===== config.mk =====
export PLATFORM = sky130hd
export DESIGN_NAME = tsrf_timer_restart_failout
export DESIGN_NICKNAME = d
export VERILOG_FILES = /design/src/tsrf_pkg.sv /design/src/tsrf_switch_timer.sv /design/src/tsrf_reset_pulse.sv /design/src/tsrf_timer_restart_failout.sv
export SDC_FILE = /design/constraint.sdc
export NUM_CORES = 1
export LEC_CHECK = 0
export BUFFER_PORTS_ARGS = -buffer_cell sky130_fd_sc_hd__buf_4
export CAP_MARGIN = 20
export CORE_ASPECT_RATIO = 0.6
export CORE_UTILIZATION = 57
export CTS_CLUSTER_SIZE = 40
export DETAILED_ROUTE_END_ITERATION = 16
export PLACE_DENSITY = 0.76
export RECOVER_POWER = 25
export SLEW_MARGIN = 40
export SYNTH_ARGS = -nofsm -noshare
export SYNTH_HDL_FRONTEND = slang
export SYNTH_HIERARCHICAL = 1
export SYNTH_SLANG_ARGS = --single-unit

===== constraint.sdc =====
create_clock -name clk_sys -period 18.08 [get_ports clk_sys]
set_input_delay 0.904 -clock clk_sys [delete_from_list [all_inputs] [get_ports clk_sys]]
set_output_delay 0.904 -clock clk_sys [all_outputs]
set_load 0.02 [all_outputs]

===== src/tsrf_pkg.sv =====
// Constants, types and lookup tables of the switch timer,
// restart limiter and fail output block.
// Assumes a 100 MHz core clock and word-wide AHB-Lite access.
`default_nettype none
package tsrf_pkg;
  localparam int unsigned CLK_MHZ = 100;

  // Register indices; byte address is four times the index
  localparam logic [7:0] IDX_TIMER_B = 8'h26;
  localparam logic [7:0] IDX_RESTART = 8'h28;
  localparam logic [7:0] IDX_FAILOUT = 8'h29;
  localparam logic [7:0] IDX_IRQ_ST  = 8'h30;
  localparam logic [7:0] IDX_IRQ_MSK = 8'h31;
  localparam int unsigned ADDR_W     = 10;

  localparam logic [7:0] RST_TIMER_B = 8'h00;
  localparam logic [7:0] RST_RESTART = 8'h40;
  localparam logic [7:0] RST_FAILOUT = 8'h00;
  localparam logic [5:0] RST_IRQ_MSK = 6'h00;

  // Field positions
  localparam int unsigned TB_ON_LSB   = 4;
  localparam int unsigned TB_PER_LSB  = 0;
  localparam int unsigned RS_LIM_LSB  = 4;
  localparam int unsigned RS_TAL_LSB  = 0;
  localparam int unsigned FO_LEN_BIT  = 5;
  localparam int unsigned FO_POL_BIT  = 4;
  localparam int unsigned FO_SRC_LSB  = 1;
  localparam logic [3:0]  ON_CODE_OFF = 4'h0;
  localparam logic [3:0]  ON_CODE_ON  = 4'hf;

  // Interrupt status bit positions
  localparam int unsigned ST_OVF   = 0;
  localparam int unsigned ST_SUP   = 1;
  localparam int unsigned ST_WDOG  = 2;
  localparam int unsigned ST_LWAKE = 3;
  localparam int unsigned ST_BWAKE = 4;
  localparam int unsigned ST_FSAFE = 5;
  localparam int unsigned ST_W     = 6;

  localparam logic [1:0] HTRANS_NONSEQ = 2'h2;
  localparam logic [2:0] HSIZE_WORD    = 3'h2;

  // Reset pulse lengths in microseconds
  localparam int unsigned RST_SHORT_US = 2000;
  localparam int unsigned RST_LONG_US  = 15000;

  typedef enum logic [2:0] {
    SRC_SUPPLY = 3'h0,
    SRC_WDOG   = 3'h1,
    SRC_RSVD_A = 3'h2,
    SRC_LWAKE  = 3'h3,
    SRC_BWAKE  = 3'h4,
    SRC_FSAFE  = 3'h5,
    SRC_GPO    = 3'h6,
    SRC_RSVD_B = 3'h7
  } tsrf_src_e;

  typedef enum logic [1:0] {
    PS_IDLE = 2'h1,
    PS_LOW  = 2'h2
  } tsrf_pulse_e;

  typedef struct packed {
    logic supplyIrq;
    logic watchdogEvent;
    logic localWakeRequest;
    logic busWakePattern;
    logic failSafeEntry;
  } tsrf_events_s;

  // On time in units of 0.1 ms
  function automatic int unsigned on_time_tenth_ms(input logic [3:0] code);
    case (code)
      4'h1:    return 1;
      4'h2:    return 3;
      4'h3:    return 5;
      4'h4:    return 10;
      4'h5:    return 100;
      4'h6:    return 200;
      4'h7:    return 300;
      4'h8:    return 400;
      4'h9:    return 500;
      4'ha:    return 600;
      4'hb:    return 800;
      4'hc:    return 1000;
      4'hd:    return 1500;
      4'he:    return 2000;
      default: return 0;
    endcase
  endfunction

  function automatic int unsigned period_ms(input logic [2:0] code);
    case (code)
      3'h0:    return 10;
      3'h1:    return 20;
      3'h2:    return 50;
      3'h3:    return 100;
      3'h4:    return 200;
      3'h5:    return 500;
      3'h6:    return 1000;
      default: return 2000;
    endcase
  endfunction
endpackage
`default_nettype wire


===== src/tsrf_switch_timer.sv =====
// High-side switch timer: on time within a repeating period.
// Assumes codes come from registers on the same clock.
`timescale 1ns/100ps
`default_nettype none
module tsrf_switch_timer
  import tsrf_pkg::*;
#(
  parameter int unsigned TENTH_MS_CYCLES = CLK_MHZ * 100
) (
  // Clock and reset
  input  wire logic       clk_sys,
  input  wire logic       rst,
  // Configuration
  input  wire logic [3:0] onCode,
  input  wire logic [2:0] perCode,
  // Switch drive
  output var  logic       switchOn,
  output var  logic       switchOe
);
  generate
    if (TENTH_MS_CYCLES < 1) begin : g_chk
      $error("TENTH_MS_CYCLES must be at least 1");
    end
  endgenerate

  logic [31:0] cnt;
  wire  [31:0] onCyc   = 32'(on_time_tenth_ms(onCode) * TENTH_MS_CYCLES);
  wire  [31:0] perCyc  = 32'(period_ms(perCode) * 10 * TENTH_MS_CYCLES);
  // Shrinking the period mid-count wraps at once, no long stall
  wire         wrap    = (cnt >= perCyc - 32'h1);
  wire         isOff   = (onCode == ON_CODE_OFF);
  wire         isFull  = (onCode == ON_CODE_ON);
  wire         next_on = isFull | (!isOff & (cnt < onCyc));

  always_ff @(posedge clk_sys or posedge rst) begin
    if (rst) begin
      cnt      <= 32'h0;
      switchOn <= 1'b0;
      switchOe <= 1'b0;
    end else begin
      cnt      <= wrap ? 32'h0 : cnt + 32'h1;
      switchOn <= next_on;
      switchOe <= !isOff;
    end
  end
endmodule
`default_nettype wire


===== src/tsrf_reset_pulse.sv =====
// Drives the active-low reset output low for a chosen length.
// Assumes start is a one-cycle pulse on the same clock.
`timescale 1ns/100ps
`default_nettype none
module tsrf_reset_pulse
  import tsrf_pkg::*;
#(
  parameter int unsigned SHORT_CYCLES = RST_SHORT_US * CLK_MHZ,
  parameter int unsigned LONG_CYCLES  = RST_LONG_US * CLK_MHZ
) (
  // Clock and reset
  input  wire logic clk_sys,
  input  wire logic rst,
  // Request
  input  wire logic start,
  input  wire logic longPulse,
  // Pin
  output var  logic resetOutputLow
);
  generate
    if (SHORT_CYCLES < 1 || LONG_CYCLES < 1) begin : g_chk
      $error("Reset pulse lengths must be at least one cycle");
    end
  endgenerate

  tsrf_pulse_e state;
  logic [31:0] cnt;
  wire  [31:0] lenCyc = longPulse ? 32'(LONG_CYCLES) : 32'(SHORT_CYCLES);
  wire         done   = (cnt == 32'h1);

  always_ff @(posedge clk_sys or posedge rst) begin
    if (rst) begin
      state          <= PS_IDLE;
      cnt            <= 32'h0;
      resetOutputLow <= 1'b1;
    end else begin
      case (state)
        PS_IDLE: begin
          if (start) begin
            state          <= PS_LOW;
            cnt            <= lenCyc;
            resetOutputLow <= 1'b0;
          end
        end
        PS_LOW: begin
          cnt <= cnt - 32'h1;
          if (done) begin
            state          <= PS_IDLE;
            resetOutputLow <= 1'b1;
          end
        end
        default: begin
          state          <= PS_IDLE;
          resetOutputLow <= 1'b1;
        end
      endcase
    end
  end
endmodule
`default_nettype wire


===== src/tsrf_timer_restart_failout.sv =====
// Switch timer, restart limiter and fail output control with
// AHB-Lite register access and one level interrupt.
// Assumes event inputs are single-cycle pulses on clk_sys.
//
// Behaviour
// - On-time code zero keeps the high-side switch off and undriven.
// - On-time code all ones keeps the switch on continuously.
// - Middle on-time codes give 0.1 to 200 ms on per period, ascending.
// - Period code selects 10 to 2000 ms, ascending.
// - Each allowed restart entry increments a tally, read as four bits saturating at 15.
// - Limit field 0 to 15 allows 1 to 16 restart entries.
// - Past the limit the device goes to sleep instead of restarting.
// - Each restart outside a running pulse pulses the reset output low for 2 or 15 ms.
// - Polarity bit: 0 gives active low, 1 gives active high fail output.
// - Source code 110b makes the fail pin a plain output at polarity.
// - Source code selects supply, watchdog, local, bus wake or fail-safe.
// - A write-one-clear flag sets when an entry is refused past the limit.
`timescale 1ns/100ps
`default_nettype none
module tsrf_timer_restart_failout
  import tsrf_pkg::*;
#(
  parameter int unsigned TENTH_MS_CYCLES = CLK_MHZ * 100,
  parameter int unsigned SHORT_CYCLES    = RST_SHORT_US * CLK_MHZ,
  parameter int unsigned LONG_CYCLES     = RST_LONG_US * CLK_MHZ
) (
  // Clock and reset
  input  wire logic         clk_sys,
  input  wire logic         rst,
  // AHB-Lite slave
  input  wire logic         hsel,
  input  wire logic [31:0]  haddr,
  input  wire logic [1:0]   htrans,
  input  wire logic         hwrite,
  input  wire logic [2:0]   hsize,
  input  wire logic [31:0]  hwdata,
  input  wire logic         hready,
  output var  logic [31:0]  hrdata,
  output var  logic         hreadyout,
  output var  logic         hresp,
  // Core events
  input  wire tsrf_events_s events,
  input  wire logic         restartEntry,
  // Outputs
  output var  logic         highSideSwitch,
  output var  logic         highSideSwitchOe,
  output var  logic         resetOutputLow,
  output var  logic         failIndicatorPin,
  output var  logic         sleepRequest,
  output var  logic         irq
);
  // Configuration registers
  logic [3:0] timerBOnTime;
  logic [2:0] timerBPeriod;
  logic [3:0] restartLimit;
  logic [4:0] restartTally;
  logic       resetPulseLen;
  logic       failoutPolarity;
  logic [2:0] failoutSource;
  logic [ST_W-1:0] irqStatus;
  logic [ST_W-1:0] irqMask;

  // Data phase capture
  logic             wrPend;
  logic [ADDR_W-1:0] wrAddr;

  // Address phase decode
  wire addrPhase = hsel & hready & (htrans == HTRANS_NONSEQ);
  wire [ADDR_W-1:0] reqAddr = haddr[ADDR_W-1:0];

  function automatic logic hit(input logic [ADDR_W-1:0] a,
                               input logic [7:0] idx);
    return (a == {idx, 2'b00});
  endfunction

  // Register images; reserved bits are zero
  wire [7:0] imgTimer = {timerBOnTime, 1'b0, timerBPeriod};
  // Tally saturates at 15 on read; bit 4 only tracks the 16th entry
  wire [3:0] tallyRead = restartTally[4] ? 4'hf : restartTally[3:0];
  wire [7:0] imgRestart = {restartLimit, tallyRead};
  wire [7:0] imgFailout = {2'b00, resetPulseLen, failoutPolarity,
                           failoutSource, 1'b0};

  wire [7:0] rdMux =
    hit(reqAddr, IDX_TIMER_B) ? imgTimer :
    hit(reqAddr, IDX_RESTART) ? imgRestart :
    hit(reqAddr, IDX_FAILOUT) ? imgFailout :
    hit(reqAddr, IDX_IRQ_ST)  ? {2'b00, irqStatus} :
    hit(reqAddr, IDX_IRQ_MSK) ? {2'b00, irqMask} :
    8'h00;

  // Data phase write strobes
  wire wrTimer   = wrPend & hit(wrAddr, IDX_TIMER_B);
  wire wrRestart = wrPend & hit(wrAddr, IDX_RESTART);
  wire wrFailout = wrPend & hit(wrAddr, IDX_FAILOUT);
  wire wrSt      = wrPend & hit(wrAddr, IDX_IRQ_ST);
  wire wrMsk     = wrPend & hit(wrAddr, IDX_IRQ_MSK);

  // Restart decision
  wire [3:0] tallyClr   = wrRestart ? hwdata[RS_TAL_LSB +: 4] : 4'h0;
  wire       clrAny     = |tallyClr;
  // Entry number tally+1 is allowed while it does not pass limit+1
  wire       overLimit  = (restartTally > {1'b0, restartLimit});
  wire       allowEntry = restartEntry & !overLimit;
  wire       denyEntry  = restartEntry & overLimit;

  wire [4:0] tallyAfterClr = clrAny ?
    {1'b0, restartTally[3:0] & ~tallyClr} : restartTally;
  wire [4:0] tallyInc = (tallyAfterClr == 5'h10) ?
    tallyAfterClr : tallyAfterClr + 5'h1;
  wire [4:0] next_tally = allowEntry ? tallyInc : tallyAfterClr;

  // Status events; a set in the clear cycle wins
  wire [ST_W-1:0] evSet;
  assign evSet[ST_OVF]   = denyEntry;
  assign evSet[ST_SUP]   = events.supplyIrq;
  assign evSet[ST_WDOG]  = events.watchdogEvent;
  assign evSet[ST_LWAKE] = events.localWakeRequest;
  assign evSet[ST_BWAKE] = events.busWakePattern;
  assign evSet[ST_FSAFE] = events.failSafeEntry;

  wire [ST_W-1:0] stClr = wrSt ? hwdata[ST_W-1:0] : '0;
  wire [ST_W-1:0] next_status = (irqStatus & ~stClr) | evSet;

  // Fail output condition select
  wire selFlag =
    (failoutSource == SRC_SUPPLY) ? irqStatus[ST_SUP] :
    (failoutSource == SRC_WDOG)   ? irqStatus[ST_WDOG] :
    (failoutSource == SRC_LWAKE)  ? irqStatus[ST_LWAKE] :
    (failoutSource == SRC_BWAKE)  ? irqStatus[ST_BWAKE] :
    (failoutSource == SRC_FSAFE)  ? irqStatus[ST_FSAFE] :
    1'b0;
  wire isGpo = (failoutSource == SRC_GPO);
  // Reserved codes never assert, so the pin idles inactive
  wire next_fail = isGpo ? failoutPolarity
                         : (selFlag ~^ failoutPolarity);

  // Bus pipeline
  always_ff @(posedge clk_sys or posedge rst) begin
    if (rst) begin
      wrPend    <= 1'b0;
      wrAddr    <= '0;
      hrdata    <= 32'h0;
      hreadyout <= 1'b0;
      hresp     <= 1'b0;
    end else begin
      wrPend    <= addrPhase & hwrite & (hsize == HSIZE_WORD);
      wrAddr    <= reqAddr;
      hrdata    <= addrPhase ? {24'h0, rdMux} : 32'h0;
      hreadyout <= 1'b1;
      hresp     <= 1'b0;
    end
  end

  // Configuration registers
  always_ff @(posedge clk_sys or posedge rst) begin
    if (rst) begin
      timerBOnTime    <= RST_TIMER_B[TB_ON_LSB +: 4];
      timerBPeriod    <= RST_TIMER_B[TB_PER_LSB +: 3];
      restartLimit    <= RST_RESTART[RS_LIM_LSB +: 4];
      resetPulseLen   <= RST_FAILOUT[FO_LEN_BIT];
      failoutPolarity <= RST_FAILOUT[FO_POL_BIT];
      failoutSource   <= RST_FAILOUT[FO_SRC_LSB +: 3];
      irqMask         <= RST_IRQ_MSK;
    end else begin
      if (wrTimer) begin
        timerBOnTime <= hwdata[TB_ON_LSB +: 4];
        timerBPeriod <= hwdata[TB_PER_LSB +: 3];
      end
      if (wrRestart) begin
        restartLimit <= hwdata[RS_LIM_LSB +: 4];
      end
      if (wrFailout) begin
        resetPulseLen   <= hwdata[FO_LEN_BIT];
        failoutPolarity <= hwdata[FO_POL_BIT];
        failoutSource   <= hwdata[FO_SRC_LSB +: 3];
      end
      if (wrMsk) begin
        irqMask <= hwdata[ST_W-1:0];
      end
    end
  end

  // Tally, status and block outputs
  always_ff @(posedge clk_sys or posedge rst) begin
    if (rst) begin
      restartTally     <= {1'b0, RST_RESTART[RS_TAL_LSB +: 4]};
      irqStatus        <= '0;
      sleepRequest     <= 1'b0;
      failIndicatorPin <= 1'b1;
      irq              <= 1'b0;
    end else begin
      restartTally     <= next_tally;
      irqStatus        <= next_status;
      sleepRequest     <= denyEntry;
      failIndicatorPin <= next_fail;
      irq              <= |(irqStatus & irqMask);
    end
  end

  // Switch timer
  tsrf_switch_timer #(
    .TENTH_MS_CYCLES (TENTH_MS_CYCLES)
  ) u_timer (
    .clk_sys  (clk_sys),
    .rst      (rst),
    .onCode   (timerBOnTime),
    .perCode  (timerBPeriod),
    .switchOn (highSideSwitch),
    .switchOe (highSideSwitchOe)
  );

  // Reset pulse; a new entry during a pulse does not restart it
  tsrf_reset_pulse #(
    .SHORT_CYCLES (SHORT_CYCLES),
    .LONG_CYCLES  (LONG_CYCLES)
  ) u_pulse (
    .clk_sys        (clk_sys),
    .rst            (rst),
    .start          (allowEntry),
    .longPulse      (resetPulseLen),
    .resetOutputLow (resetOutputLow)
  );
endmodule
`default_nettype wire


# Word-level counts from Yosys, hierarchy flattened
# Memory sizes are Yosys's and may differ from the RTL's.
# Index checks and enable logic that the tools add are counted.
# word_totals
regBits	125
output_inout_bits	40
romBits	176
word_cells	122
input_bits	80
memories	1
# mem_list
memory	depth	width	read_ports	rd_clocked_by_memory_dff	write_ports	line_no	text
(no name shown)	16	11	1	0	0	tsrf_pkg.sv:74	case (code)
# op_classes
eq_ne	30
mul	3
muxes	29
magnitude_cmp	3
n_addsub	4
bitwise	20
reduce_logical	10
# ops
cell	count
$eq A10 B8 Y1 const B	10
$pmux W11 S7	1
$mux W32	2
$pmux W32 S2	1
$sub A32 B1 Y32 const B	2
$add A32 B1 Y32 const B	1
$eq A32 B1 Y1 const B	1
$ge A32 B32 Y1	1
$lt A32 B32 Y1	1
$mul A32 B10 Y28 const B	1
$mul A31 B10 Y27 const B	1
$mux W6	4
$mux W8	3
$mux W21	1
$eq A3 B3 Y1 const B	6
$mux W5	3
$mul A11 B3 Y14 const B	1
$and A1 B1 Y1	12
$and A6 B6 Y6	2
$eq A3 B2 Y1 const B	4
$mux W1	8
$mux W4	2
$eq A3 B1 Y1 const B	2
$logic_not A3 Y1	2
23 further kinds	27

# Depth between registers and ports, before layout
# Gate-level depths: netlist (run 1).
# depth
word_depth	9
mapped_depth	37
ltp_nobuf	35

# Modules after synthesis
# The synthesis (run 1) kept the hierarchy.
# by_module_without_submodules
mod	seq_area_each_um2	area_per_inst_um2	cells_per_inst	n_inst
tsrf_switch_timer	850.8	6860.3	803	1
tsrf_timer_restart_failout	1403.8	2793.9	253	1
tsrf_reset_pulse	852.1	1828.0	197	1

# Worst setup path after synthesis (run 1)
# OpenSTA, ideal clock, no wires.
# synth_path
path_kind	flip-flop to flip-flop
from	register timerBPeriod[1]
to	register u_timer.cnt[28]
required_ns	17.961
path_stages_with_launch	34
arrival_time_ns	8.162
synth_period_minus_slack_ns	8.282
n_path_buf	2
setup_time_ns	0.119
path_slack_ns	9.798
path_cell_list	dfrtp_1 > clkbuf_1 > nand2_1 > nand2_1 > inv_1 > ha_1 > nand3_1 > fa_1 > nor2b_1 > o21ai_1 > a21boi_1 > o41ai_1 > nor4_1 > fa_1 > ha_1 > fa_1 > ha_1 > ha_1 > ha_1 > a221o_1 > a41o_1 > nor2_1 > mux2i_1 > and4b_1 > xnor2_1 > ha_1 > nand4_1 > or2_1 > or3_1 > o211ai_2 > a21oi_2 > nand2_4 > buf_6 > nor2_1
# synth_via
elab_chain_cells	7
word_cells_on_any_way	13
classes_between	add/sub (1); mul (2); order compare (1); eq/ne (6); mux (2); reduce/logical (1)
# synth_lines
item	line_no	text
start: declaration	tsrf_timer_restart_failout.sv:54	logic [2:0] timerBPeriod;
start signal: assignment	tsrf_timer_restart_failout.sv:159	timerBPeriod <= RST_TIMER_B[TB_PER_LSB +: 3];
start signal: assignment	tsrf_timer_restart_failout.sv:168	timerBPeriod <= hwdata[TB_PER_LSB +: 3];
$eq A3 B3 Y1, or another cell as far along	tsrf_pkg.sv:94	case (code)
$pmux W11 S7 *	tsrf_pkg.sv:94	
$mul A11 B3 Y14 *	tsrf_switch_timer.sv:28	wire [31:0] perCyc = 32'(period_ms(perCode) * 10 * TENTH_MS_CYCLES);
$mul A31 B10 Y27 *	tsrf_switch_timer.sv:28	
$sub A32 B1 Y32 *	tsrf_switch_timer.sv:30	wire wrap = (cnt >= perCyc - 32'h1);
$ge A32 B32 Y1 *	tsrf_switch_timer.sv:30	
$mux W32 *	tsrf_switch_timer.sv:41	cnt <= wrap ? 32'h0 : cnt + 32'h1;
end signal: assignment	tsrf_switch_timer.sv:41	
end: declaration	tsrf_switch_timer.sv:26	logic [31:0] cnt;
# Every way passes the cells marked *; elsewhere a longest branch is shown, timed or not.
# A chain may end at the register's enable or synchronous reset.

# Worst setup path after layout (run 1)
# layout_path
from	register timerBPeriod[1]
to	register u_timer.cnt[16]
# Same word-level chain as after synthesis.

==> results of run 1 <==
[placed cells by master (no fill, tap or decap), types with 5 or more instances in the layout]
master | netlist | routed
a211oi_1 | 6 | 6
a21o_1 | 30 | 30
a21oi_1 | 43 | 43
a22oi_1 | 8 | 8
a31oi_1 | 9 | 9
and2_1 | 8 | 8
and3_1 | 12 | 12
and4_1 | 6 | 6
and4b_1 | 5 | 5
buf_4 | 26 | 42
clkbuf_1 | 19 | 15
clkbuf_16 | 0 | 17
conb_1 | 3 | 30
dfrtp_1 | 121 | 121
fa_1 | 32 | 32
ha_1 | 178 | 178
inv_1 | 127 | 126
mux2_2 | 19 | 19
mux2i_1 | 16 | 16
nand2_1 | 89 | 89
nand2b_1 | 16 | 16
nand3_1 | 44 | 44
nand4_1 | 22 | 22
nor2_1 | 89 | 89
nor2b_1 | 16 | 16
nor3_1 | 21 | 21
nor4_1 | 8 | 8
o211ai_1 | 14 | 14
o21a_1 | 11 | 11
o21ai_0 | 58 | 58
o31ai_1 | 5 | 5
or3_1 | 8 | 8
xnor2_1 | 34 | 34
xor2_1 | 43 | 43
[final cells by class]
| class | instances | area (um2) |
|---|---|---|
| fillers | 1621 | 6760 |
| inverters | 129 | 484 |
| clock buffers | 23 | 488 |
| multi-input cells | 976 | 7680 |
| well taps | 266 | 333 |
| clock inverters | 9 | 159 |
| flip-flops and latches | 124 | 3110 |
| repair buffers | 55 | 364 |
[registers in the layout, indices dropped and copies added (netlist names)]
register          cells
timerBOnTime          4
failIndicatorPin      1
hreadyout             1
u_timer/switchOn      1
resetPulseLen         1
u_timer/cnt          32
irqStatus             6
u_timer/switchOe      1
hrdata                8
sleepRequest          1
irq                   1
irqMask               6
u_pulse/state         2
restartTally          5
failoutSource         3
restartLimit          4
wrPend                1
failoutPolarity       1
timerBPeriod          3
u_pulse/cnt          32
wrAddr               10
[metrics by stage]
step	util (%)	instance area, um2	setup WS, ps
2_1_floorplan	-	11600	9800
3_3_place_gp	62.0	12000	9170
3_5_place_dp	62.0	12000	9040
4_1_cts	65.4	12700	8960
5_1_grt	65.1	12600	8120
6_report	65.1	12600	8780
[worst max-delay path: cells and delay by family (launching register included)]
kind	cells	cell delay, ps
and+or+nand+nor	8	1830
buffers and inverters	3	820
adders and majority gates	9	3200
DFF	1	800
AOI/OAI and AO/OA	11	2510
[power by group through the flow]
stage	Sequential, uW	Clock, uW	Combinational, uW
after detailed placement	302	0	62.7
after global placement	302	0	60.7
after CTS	298	379	63.0
final	298	374	61.9
after floorplan	300	0	46.3
after global routing	299	391	69.6
[worst paths after layout]
kind	start	end	slack, ps
setup / recovery	timerBPeriod[1]	u_timer/cnt[16]	8780
hold / removal	u_pulse/cnt[30]	u_pulse/cnt[30]	480
setup reg to reg	timerBPeriod[1]	u_timer/cnt[16]	8780
hold reg to reg	u_pulse/cnt[30]	u_pulse/cnt[30]	480
max in group asynchronous	rst	wrAddr[8]	14770
min in group asynchronous	rst	u_pulse/cnt[22]	530
[per-layer routing]
metal  GRT usage (%)  vias up  part of all wire (%)
met3            4.68       23                   5.2
met5               0        -                     0
li1                -     4486                     -
met4            4.79        0                  0.84
met1            41.9     4452                    52
met2            39.6      222                    42
[logic make-up (layout without fill, tap and decap cells)]
logic type                 count (synthesis)  after routing  share of synthesized area, %
AOI/OAI and AO/OA                        240            240                          14.1
xor gates and xnor gates                  77             77                          5.87
adders and majority gates                210            210                          25.0
buffers and inverters                    180            216                          6.96
DFF                                      124            124                          27.1
muxes                                     38             38                          3.55
other                                      3             30                        0.0981
and+or+nand+nor                          381            381                          17.4
==> results.toml, run 1 <==
[yosys]
ys_top_cells_by_count = "ha_1 (178), inv_1 (127), dfrtp_1 (121), nand2_1 (89), nor2_1 (89)"
netlist_area_um2 = 11500
synthTopCellsByArea = "dfrtp_1 (26%), ha_1 (19%), fa_1 (5.6%)"
yosys_warnings = 6
async_reset_ff_share_pct = 100
ys_ff_latch = 124
ys_seq_area_share_pct = 27.1
synth_ff_type = "dfrtp_1"
netlist_instances = 1253
synth-edff-count = 0
synth_top_area_share_pct = 26.4
synth_top_area_cell = "dfrtp_1"
yosys.cell_types.count = 88
syn_avg_cell_area_um2 = 9.16
synth_most_common_cell = "ha_1"

[pwr]
switching_share_pct = 24.1
p_comb_share_pct = 8.4
seqPwrFrac_pct = 40.6
ir_drop_mv = 0.0669
power.switching_uw = 177
p_leak_uw = 0.00633
p_per_area_nw_per_um2 = 58.2
p_int_uw = 557
total_power_uw = 734
p_clk_share_pct = 51.0

[global_route]
grt_first_pass_wirelength_mm = 44.5
overflow = 0
grtUsageTotal_pct = 27.1
grt_max_degree = 57
grt_pass1_vias = 8913
antenna_found_initial = 0

[worst_hold_path]
min_path_cells = 1
worstHoldPathType = "flop to flop"

[critical_path]
cp-start-kind = "flop"
slowest_stage = "dfrtp_1"
cp_max_fo = 28
crit_type = "flop to flop"
r2r.worst_path.cells = 31
cp-end-kind = "flop"
critPathRequiredTime_ps = 18370
cpMostUsedCell = "ha_1"
slowest_delay_ps = 800
crit_arrival_ps = 9590

[drt]
first_iter_violations = 618
drc_errors = 0
drtAntennaViolNets = 0
viasPerCell = 5.80
wl_mm = 26.2
firstDrtPassIters = 5
routedWlPerCell_um = 16.5
route.vias.total = 9183

[floorplanning]
ios = 120
initial_core_util_pct = 59.3
die_x_um = 185
fp.dieH_um = 112
core_area_um2 = 19400
die-area_um2 = 20700
rows = 39

[cells_and_area]
drive_gt1_share_pct = 9.19
diodes = 0
area_growth_syn_to_layout_pct = 9.84
nets = 1593
instances_no_fill = 1582

[timing]
setup_violations = 0
maxSlewHeadroom_pct = -97.0
skew_ps = 9.24
finalHoldViolations = 0
grt_setup_unrepaired = "false"
max_freq_mhz = 108
post-route-period-util_pct = 51.4
finalMaxSlewViolations = 92
fin_crit_ps = 9300
worst_pin_slew_ps = 2960
holdWs_ps = 484
fin_tns_setup_ps = 0

[cts]
ctsHoldBuffers = 0
cts_root_buffer = "clkbuf_16"
worstSkewPairLatency_ps = 420
postCtsResizedCells = 0
cts.path.max_buffers = 2
cts_setup_buffers = 0
ctsHtreeMaxLevel = 4
cts_tree = "built"
clk_pin_slew_worst_paths_ps = 60
cts_buffers = 17
cts.sink_count = 124

[placed_design]
hpwl_mm = 20.1
gp_congestion = 0.938
dpl.cell_count = 1550
portBuffers = 48

[job]
maxCapViolCount = 2

[run_status]
violations = "capacitance limit, slew limit"
status = "complete, but fails checks"
No activity file was read; power rests on OpenSTA's default activity.
==> run 2, diff against run 1 <==
--- a/config.mk
+++ b/config.mk
@@ -5,13 +5,14 @@
 export SDC_FILE = /design/constraint.sdc
 export NUM_CORES = 1
 export LEC_CHECK = 0
+export ABC_AREA = 1
 export BUFFER_PORTS_ARGS = -buffer_cell sky130_fd_sc_hd__buf_4
 export CAP_MARGIN = 20
 export CORE_ASPECT_RATIO = 0.6
-export CORE_UTILIZATION = 57
+export CORE_UTILIZATION = 56
 export CTS_CLUSTER_SIZE = 40
 export DETAILED_ROUTE_END_ITERATION = 16
-export PLACE_DENSITY = 0.76
+export PLACE_DENSITY = 0.77
 export RECOVER_POWER = 25
 export SLEW_MARGIN = 40
 export SYNTH_ARGS = -nofsm -noshare
==> constraint.sdc (replaced) <==
create_clock -name clk_sys -period 8.5 [get_ports clk_sys]
set_input_delay 0.425 -clock clk_sys [delete_from_list [all_inputs] [get_ports clk_sys]]
set_output_delay 0.425 -clock clk_sys [all_outputs]
set_load 0.02 [all_outputs]
==> results.toml, run 2 <==
[cts]
cts_root_buffer = "clkbuf_16"
postCtsResizedCells = 0
cts.path.max_buffers = 2
cts.sink_count = 124
cts_setup_buffers = 0
clk_pin_slew_worst_paths_ps = 60
cts_buffers = 17
ctsHoldBuffers = 0
worstSkewPairLatency_ps = 430
ctsHtreeMaxLevel = 4
cts_tree = "built"

[global_route]
antenna_found_initial = 0
grt_max_degree = 57
grt_first_pass_wirelength_mm = 49.4
grt_pass1_vias = 10000
grtUsageTotal_pct = 26.8
overflow = 0

[drt]
drtAntennaViolNets = 0
firstDrtPassIters = 7
wl_mm = 29.5
drc_errors = 0
routedWlPerCell_um = 14.7
viasPerCell = 5.39
first_iter_violations = 988
route.vias.total = 10800

[yosys]
ys_ff_latch = 124
synth_ff_type = "dfrtp_1"
netlist_area_um2 = 12500
synth-edff-count = 0
syn_avg_cell_area_um2 = 7.54
ys_seq_area_share_pct = 24.9
async_reset_ff_share_pct = 100
netlist_instances = 1655
synth_top_area_share_pct = 24.3
yosys_warnings = 6
synth_most_common_cell = "nand2_1"
synthTopCellsByArea = "dfrtp_1 (24%), ha_1 (18%), nand2_1 (9.9%)"
ys_top_cells_by_count = "nand2_1 (328), inv_1 (279), ha_1 (178), nor2_1 (153), dfrtp_1 (121)"
synth_top_area_cell = "dfrtp_1"
yosys.cell_types.count = 64

[timing]
maxSlewHeadroom_pct = -30.9
fin_crit_ps = 7480
finalHoldViolations = 0
skew_ps = 15.7
post-route-period-util_pct = 88.0
finalMaxSlewViolations = 70
fin_tns_setup_ps = 0
worst_pin_slew_ps = 1960
setup_violations = 0
max_freq_mhz = 134
worst_slack_ps = 1020
grt_setup_unrepaired = "false"

[floorplanning]
rows = 41
fp.dieH_um = 118
die_x_um = 195
ios = 120
initial_core_util_pct = 58.2
die-area_um2 = 22900
core_area_um2 = 21400

[run_status]
status = "complete, but fails checks"
violations = "capacitance limit, slew limit"

[critical_path]
cp-start-kind = "flop"
crit_arrival_ps = 7820
critPathRequiredTime_ps = 8840
crit_type = "flop to flop"
slowest_stage = "dfrtp_1"
cpMostUsedCell = "nand2_1"
slowest_delay_ps = 770
cp_max_fo = 29
cp-end-kind = "flop"

[pwr]
p_leak_uw = 0.00748
p_per_area_nw_per_um2 = 111
seqPwrFrac_pct = 41.5
power.switching_uw = 390
ir_drop_mv = 0.147
switching_share_pct = 25.8
p_comb_share_pct = 9.5
total_power_uw = 1510
p_clk_share_pct = 49.0
p_int_uw = 1120

[placed_design]
gp_congestion = 0.930
dpl.cell_count = 1974
dpl-instance-area_um2 = 13100
portBuffers = 48
hpwl_mm = 23.3
post-place-ws_ps = 1100

[cells_and_area]
area_growth_syn_to_layout_pct = 8.99
nets = 2004
fill_cells = 1880
instances_no_fill = 2006
final_common_cell = "nand2_1"
diodes = 0
reg.largest.list = "u_pulse/cnt: 32 flops, u_timer/cnt: 32 flops, wrAddr: 10 flops"
final_area_um2 = 13600
final_cell_mix = "nand2_1 (328), inv_1 (278), ha_1 (178)"
drive_gt1_share_pct = 10.4

[job]
maxCapViolCount = 2

[worst_hold_path]
worstHoldPathType = "primary input to flop"
## run 2: path summary, 6_finish.rpt
| kind | cells past startpoint | to | slack, ps | from |
|---|---|---|---|---|
| min in group asynchronous | 3 | timerBOnTime[2] | 220 | rst |
| hold reg to reg | 1 | u_timer/cnt[0] | 460 | u_timer/cnt[0] |
| setup / recovery | 36 | u_timer/cnt[7] | 1020 | timerBPeriod[1] |
| max in group asynchronous | 3 | u_timer/cnt[24] | 6630 | rst |
| hold / removal | 1 | wrAddr[1] | 140 | haddr[1] |
| setup reg to reg | 36 | u_timer/cnt[7] | 1020 | timerBPeriod[1] |
## run 2: final cells by class
cell class	instances	area, um2	share of cell area, %
Multi-Input combinational cell	1220	8070	59.3
Sequential cell	124	3110	22.8
Inverter	297	1120	8.25
Clock buffer	22	454	3.34
Timing Repair Buffer	54	360	2.65
Tap cell	279	349	2.57
Clock inverter	10	140	1.03
## run 2: stage by stage
step / hold WS, ps / util (%)
after floorplan: 429 / -
after global placement: 448 / 60.9
after detailed placement: 454 / 60.9
after CTS: 104 / 63.6
after global routing: 132 / 63.4
final: 144 / 63.4
## run 2: power groups by stage
stage                     registers (uW)  logic (uW)  clock network [uW]
after floorplan                      632         109                   0
after CTS                            627         146                 756
after global routing                 629         164                 781
after detailed placement             637         145                   0
after global placement               638         138                   0
final                                628         144                 742
## run 2: critical path, delay by kind of cell (launching register included)
kind            cells  cell delay [ps]
fa+ha+maj           8             2730
simple gates       14             1610
compound gates      8             1490
flops               1              770
buf+inv             4              470
xor+xnor            2              290
## run 2: routing by layer
metal / global-route usage [%] / part of all wire [%] / vias up
met4: 5.71 / 0.93 / 0
met2: 38.2 / 41 / 388
met3: 4.38 / 7.5 / 26
li1: - / - / 5383
met1: 41.8 / 51 / 5016
met5: 0 / 0 / -
## run 2: cell families after synthesis
group | after synthesis | synth area share (%)
flip-flops | 124 | 24.9
AO/OA/AOI/OAI | 199 | 9.09
AND/OR/NAND/NOR | 718 | 27.2
XOR/XNOR | 63 | 4.48
buffers and inverters | 338 | 11.3
other | 3 | 0.0902
adder cells (fa/ha/maj) | 210 | 23.0
==> run 3, diff against run 2 <==
--- a/config.mk
+++ b/config.mk
@@ -5,14 +5,13 @@
 export SDC_FILE = /design/constraint.sdc
 export NUM_CORES = 1
 export LEC_CHECK = 0
-export ABC_AREA = 1
 export BUFFER_PORTS_ARGS = -buffer_cell sky130_fd_sc_hd__buf_4
 export CAP_MARGIN = 20
 export CORE_ASPECT_RATIO = 0.6
-export CORE_UTILIZATION = 56
+export CORE_UTILIZATION = 55
 export CTS_CLUSTER_SIZE = 40
 export DETAILED_ROUTE_END_ITERATION = 16
-export PLACE_DENSITY = 0.77
+export PLACE_DENSITY = 0.76
 export RECOVER_POWER = 25
 export SLEW_MARGIN = 40
 export SYNTH_ARGS = -nofsm -noshare
==> constraint.sdc (replaced) <==
create_clock -name clk_sys -period 6.3 [get_ports clk_sys]
set_input_delay 0.315 -clock clk_sys [delete_from_list [all_inputs] [get_ports clk_sys]]
set_output_delay 0.315 -clock clk_sys [all_outputs]
set_load 0.02 [all_outputs]
==> results.toml, run 3 (synthesis results as in run 1) <==
[run_status]
status = "complete, but fails checks"
violations = "capacitance limit, slew limit, setup timing"

[placed_design]
post-place-ws_ps = -1070
portBuffers = 48
hpwl_mm = 22.2
gp_congestion = 0.909
dpl.cell_count = 1651

[floorplanning]
core_area_um2 = 20200
die-area_um2 = 21500
rows = 40
initial_core_util_pct = 56.8
fp.dieH_um = 114
ios = 120
die_x_um = 189

[critical_path]
slowest_delay_ps = 510
cp_max_fo = 7
crit_type = "flop to flop"
critPathRequiredTime_ps = 6610
cpMostUsedCell = "ha_4"
cp-end-kind = "flop"
slowest_stage = "fa_1"
crit_arrival_ps = 7720
cp-start-kind = "flop"

[global_route]
overflow = 0
grt_max_degree = 57
grtUsageTotal_pct = 28.4
grt_pass1_vias = 9420
grt_first_pass_wirelength_mm = 48.5
antenna_found_initial = 0

[cells_and_area]
reg.largest.list = "u_pulse/cnt: 32 flops, u_timer/cnt: 32 flops, wrAddr: 10 flops"
nets = 1709
instances_no_fill = 1705
diodes = 0
utilization_pct = 69.1
area_growth_syn_to_layout_pct = 21.6
final_cell_mix = "ha_1 (161), buf_4 (156), inv_1 (120)"
final_common_cell = "ha_1"
drive_gt1_share_pct = 22.6

[pwr]
total_power_uw = 2080
p_int_uw = 1550
p_clk_share_pct = 50.1
ir_drop_mv = 0.208
p_per_area_nw_per_um2 = 149
switching_share_pct = 25.4
p_leak_uw = 0.00693
power.switching_uw = 529
p_comb_share_pct = 8.8
seqPwrFrac_pct = 41.1

[timing]
grt_setup_unrepaired = "true"
post-route-period-util_pct = 118
maxSlewHeadroom_pct = -23.3
skew_ps = 9.53
max_freq_mhz = 135
fin_tns_setup_ps = -31430
worst_pin_slew_ps = 1850
setup_violations = 29
finalMaxSlewViolations = 35
fin_crit_ps = 7410
finalHoldViolations = 0
worst_slack_ps = -1110

[drt]
wl_mm = 30.2
drc_errors = 0
drtAntennaViolNets = 0
firstDrtPassIters = 6
route.vias.total = 9920
routedWlPerCell_um = 17.7
first_iter_violations = 886
viasPerCell = 5.82

[cts]
ctsHtreeMaxLevel = 4
cts_tree = "built"
cts_buffers = 17
clk_pin_slew_worst_paths_ps = 60
cts.path.max_buffers = 2
cts_root_buffer = "clkbuf_16"
cts.sink_count = 124
worstSkewPairLatency_ps = 420

[worst_hold_path]
worstHoldPathType = "primary input to async pin"

[job]
maxCapViolCount = 1
## run 3: repair_timing
item                       CTS  global route
pin swaps                   15            42
hold buffers                 0             0
hold endpoints to repair     0             0
setup endpoints to repair   30            30
buffers inserted             6            14
gates cloned                 3             0
gates resized for setup     19            66
## run 3: final cells by class
type | instances | area, um2
Inverter | 129 | 488
Tap cell | 273 | 342
Sequential cell | 124 | 3120
Clock inverter | 11 | 154
Clock buffer | 21 | 470
Timing Repair Buffer | 168 | 1220
Multi-Input combinational cell | 979 | 8180
Fill cell | 1554 | 6250
## run 3: layer usage
metal	vias to the layer above	part of all wire, %	global-route usage [%]
met5	-	0	0
li1	4720	-	-
met2	353	42	41.4
met1	4809	50	43.9
met3	38	6.7	4.86
met4	0	1.0	5.05
## run 3: path summary, 6_finish.rpt
| path | depth (start not counted) | startpoint | endpoint | slack [ps] |
|---|---|---|---|---|
| min in group clk_sys | 1 | haddr[1] | wrAddr[1] | 40 |
| hold / removal | 2 | rst | u_pulse/cnt[5] | 5 |
| hold reg to reg | 1 | u_pulse/cnt[28] | u_pulse/cnt[28] | 470 |
| setup / recovery | 31 | timerBPeriod[0] | u_timer/cnt[13] | -1110 |
| setup reg to reg | 31 | timerBPeriod[0] | u_timer/cnt[13] | -1110 |
| max in group asynchronous | 3 | rst | u_timer/switchOe | 4620 |
## run 3: critical path: cells and delay by family, from the launching register on
family	cells	cell delay, ps
AO/OA/AOI/OAI	8	1630
XOR/XNOR	1	80
adder cells (fa/ha/maj)	9	2700
buffers and inverters	1	160
flip-flops	1	450
multiplexers	1	190
AND/OR/NAND/NOR	11	2080
## run 3: power by group through the flow
stage | sequential, uW | combinational (uW) | clock, uW
after floorplan | 860 | 133 | 0
after CTS | 854 | 185 | 1050
final | 856 | 184 | 1040
after global placement | 868 | 174 | 0
after detailed placement | 867 | 182 | 0
after global routing | 858 | 207 | 1090
## run 3: through the flow
stage / area, um2 / hold slack, ps
2_1_floorplan: 11800 / 346
3_3_place_gp: 12900 / 447
3_5_place_dp: 12900 / 443
4_1_cts: 13700 / 2.93
5_1_grt: 14000 / 43.7
6_report: 14000 / 5.25
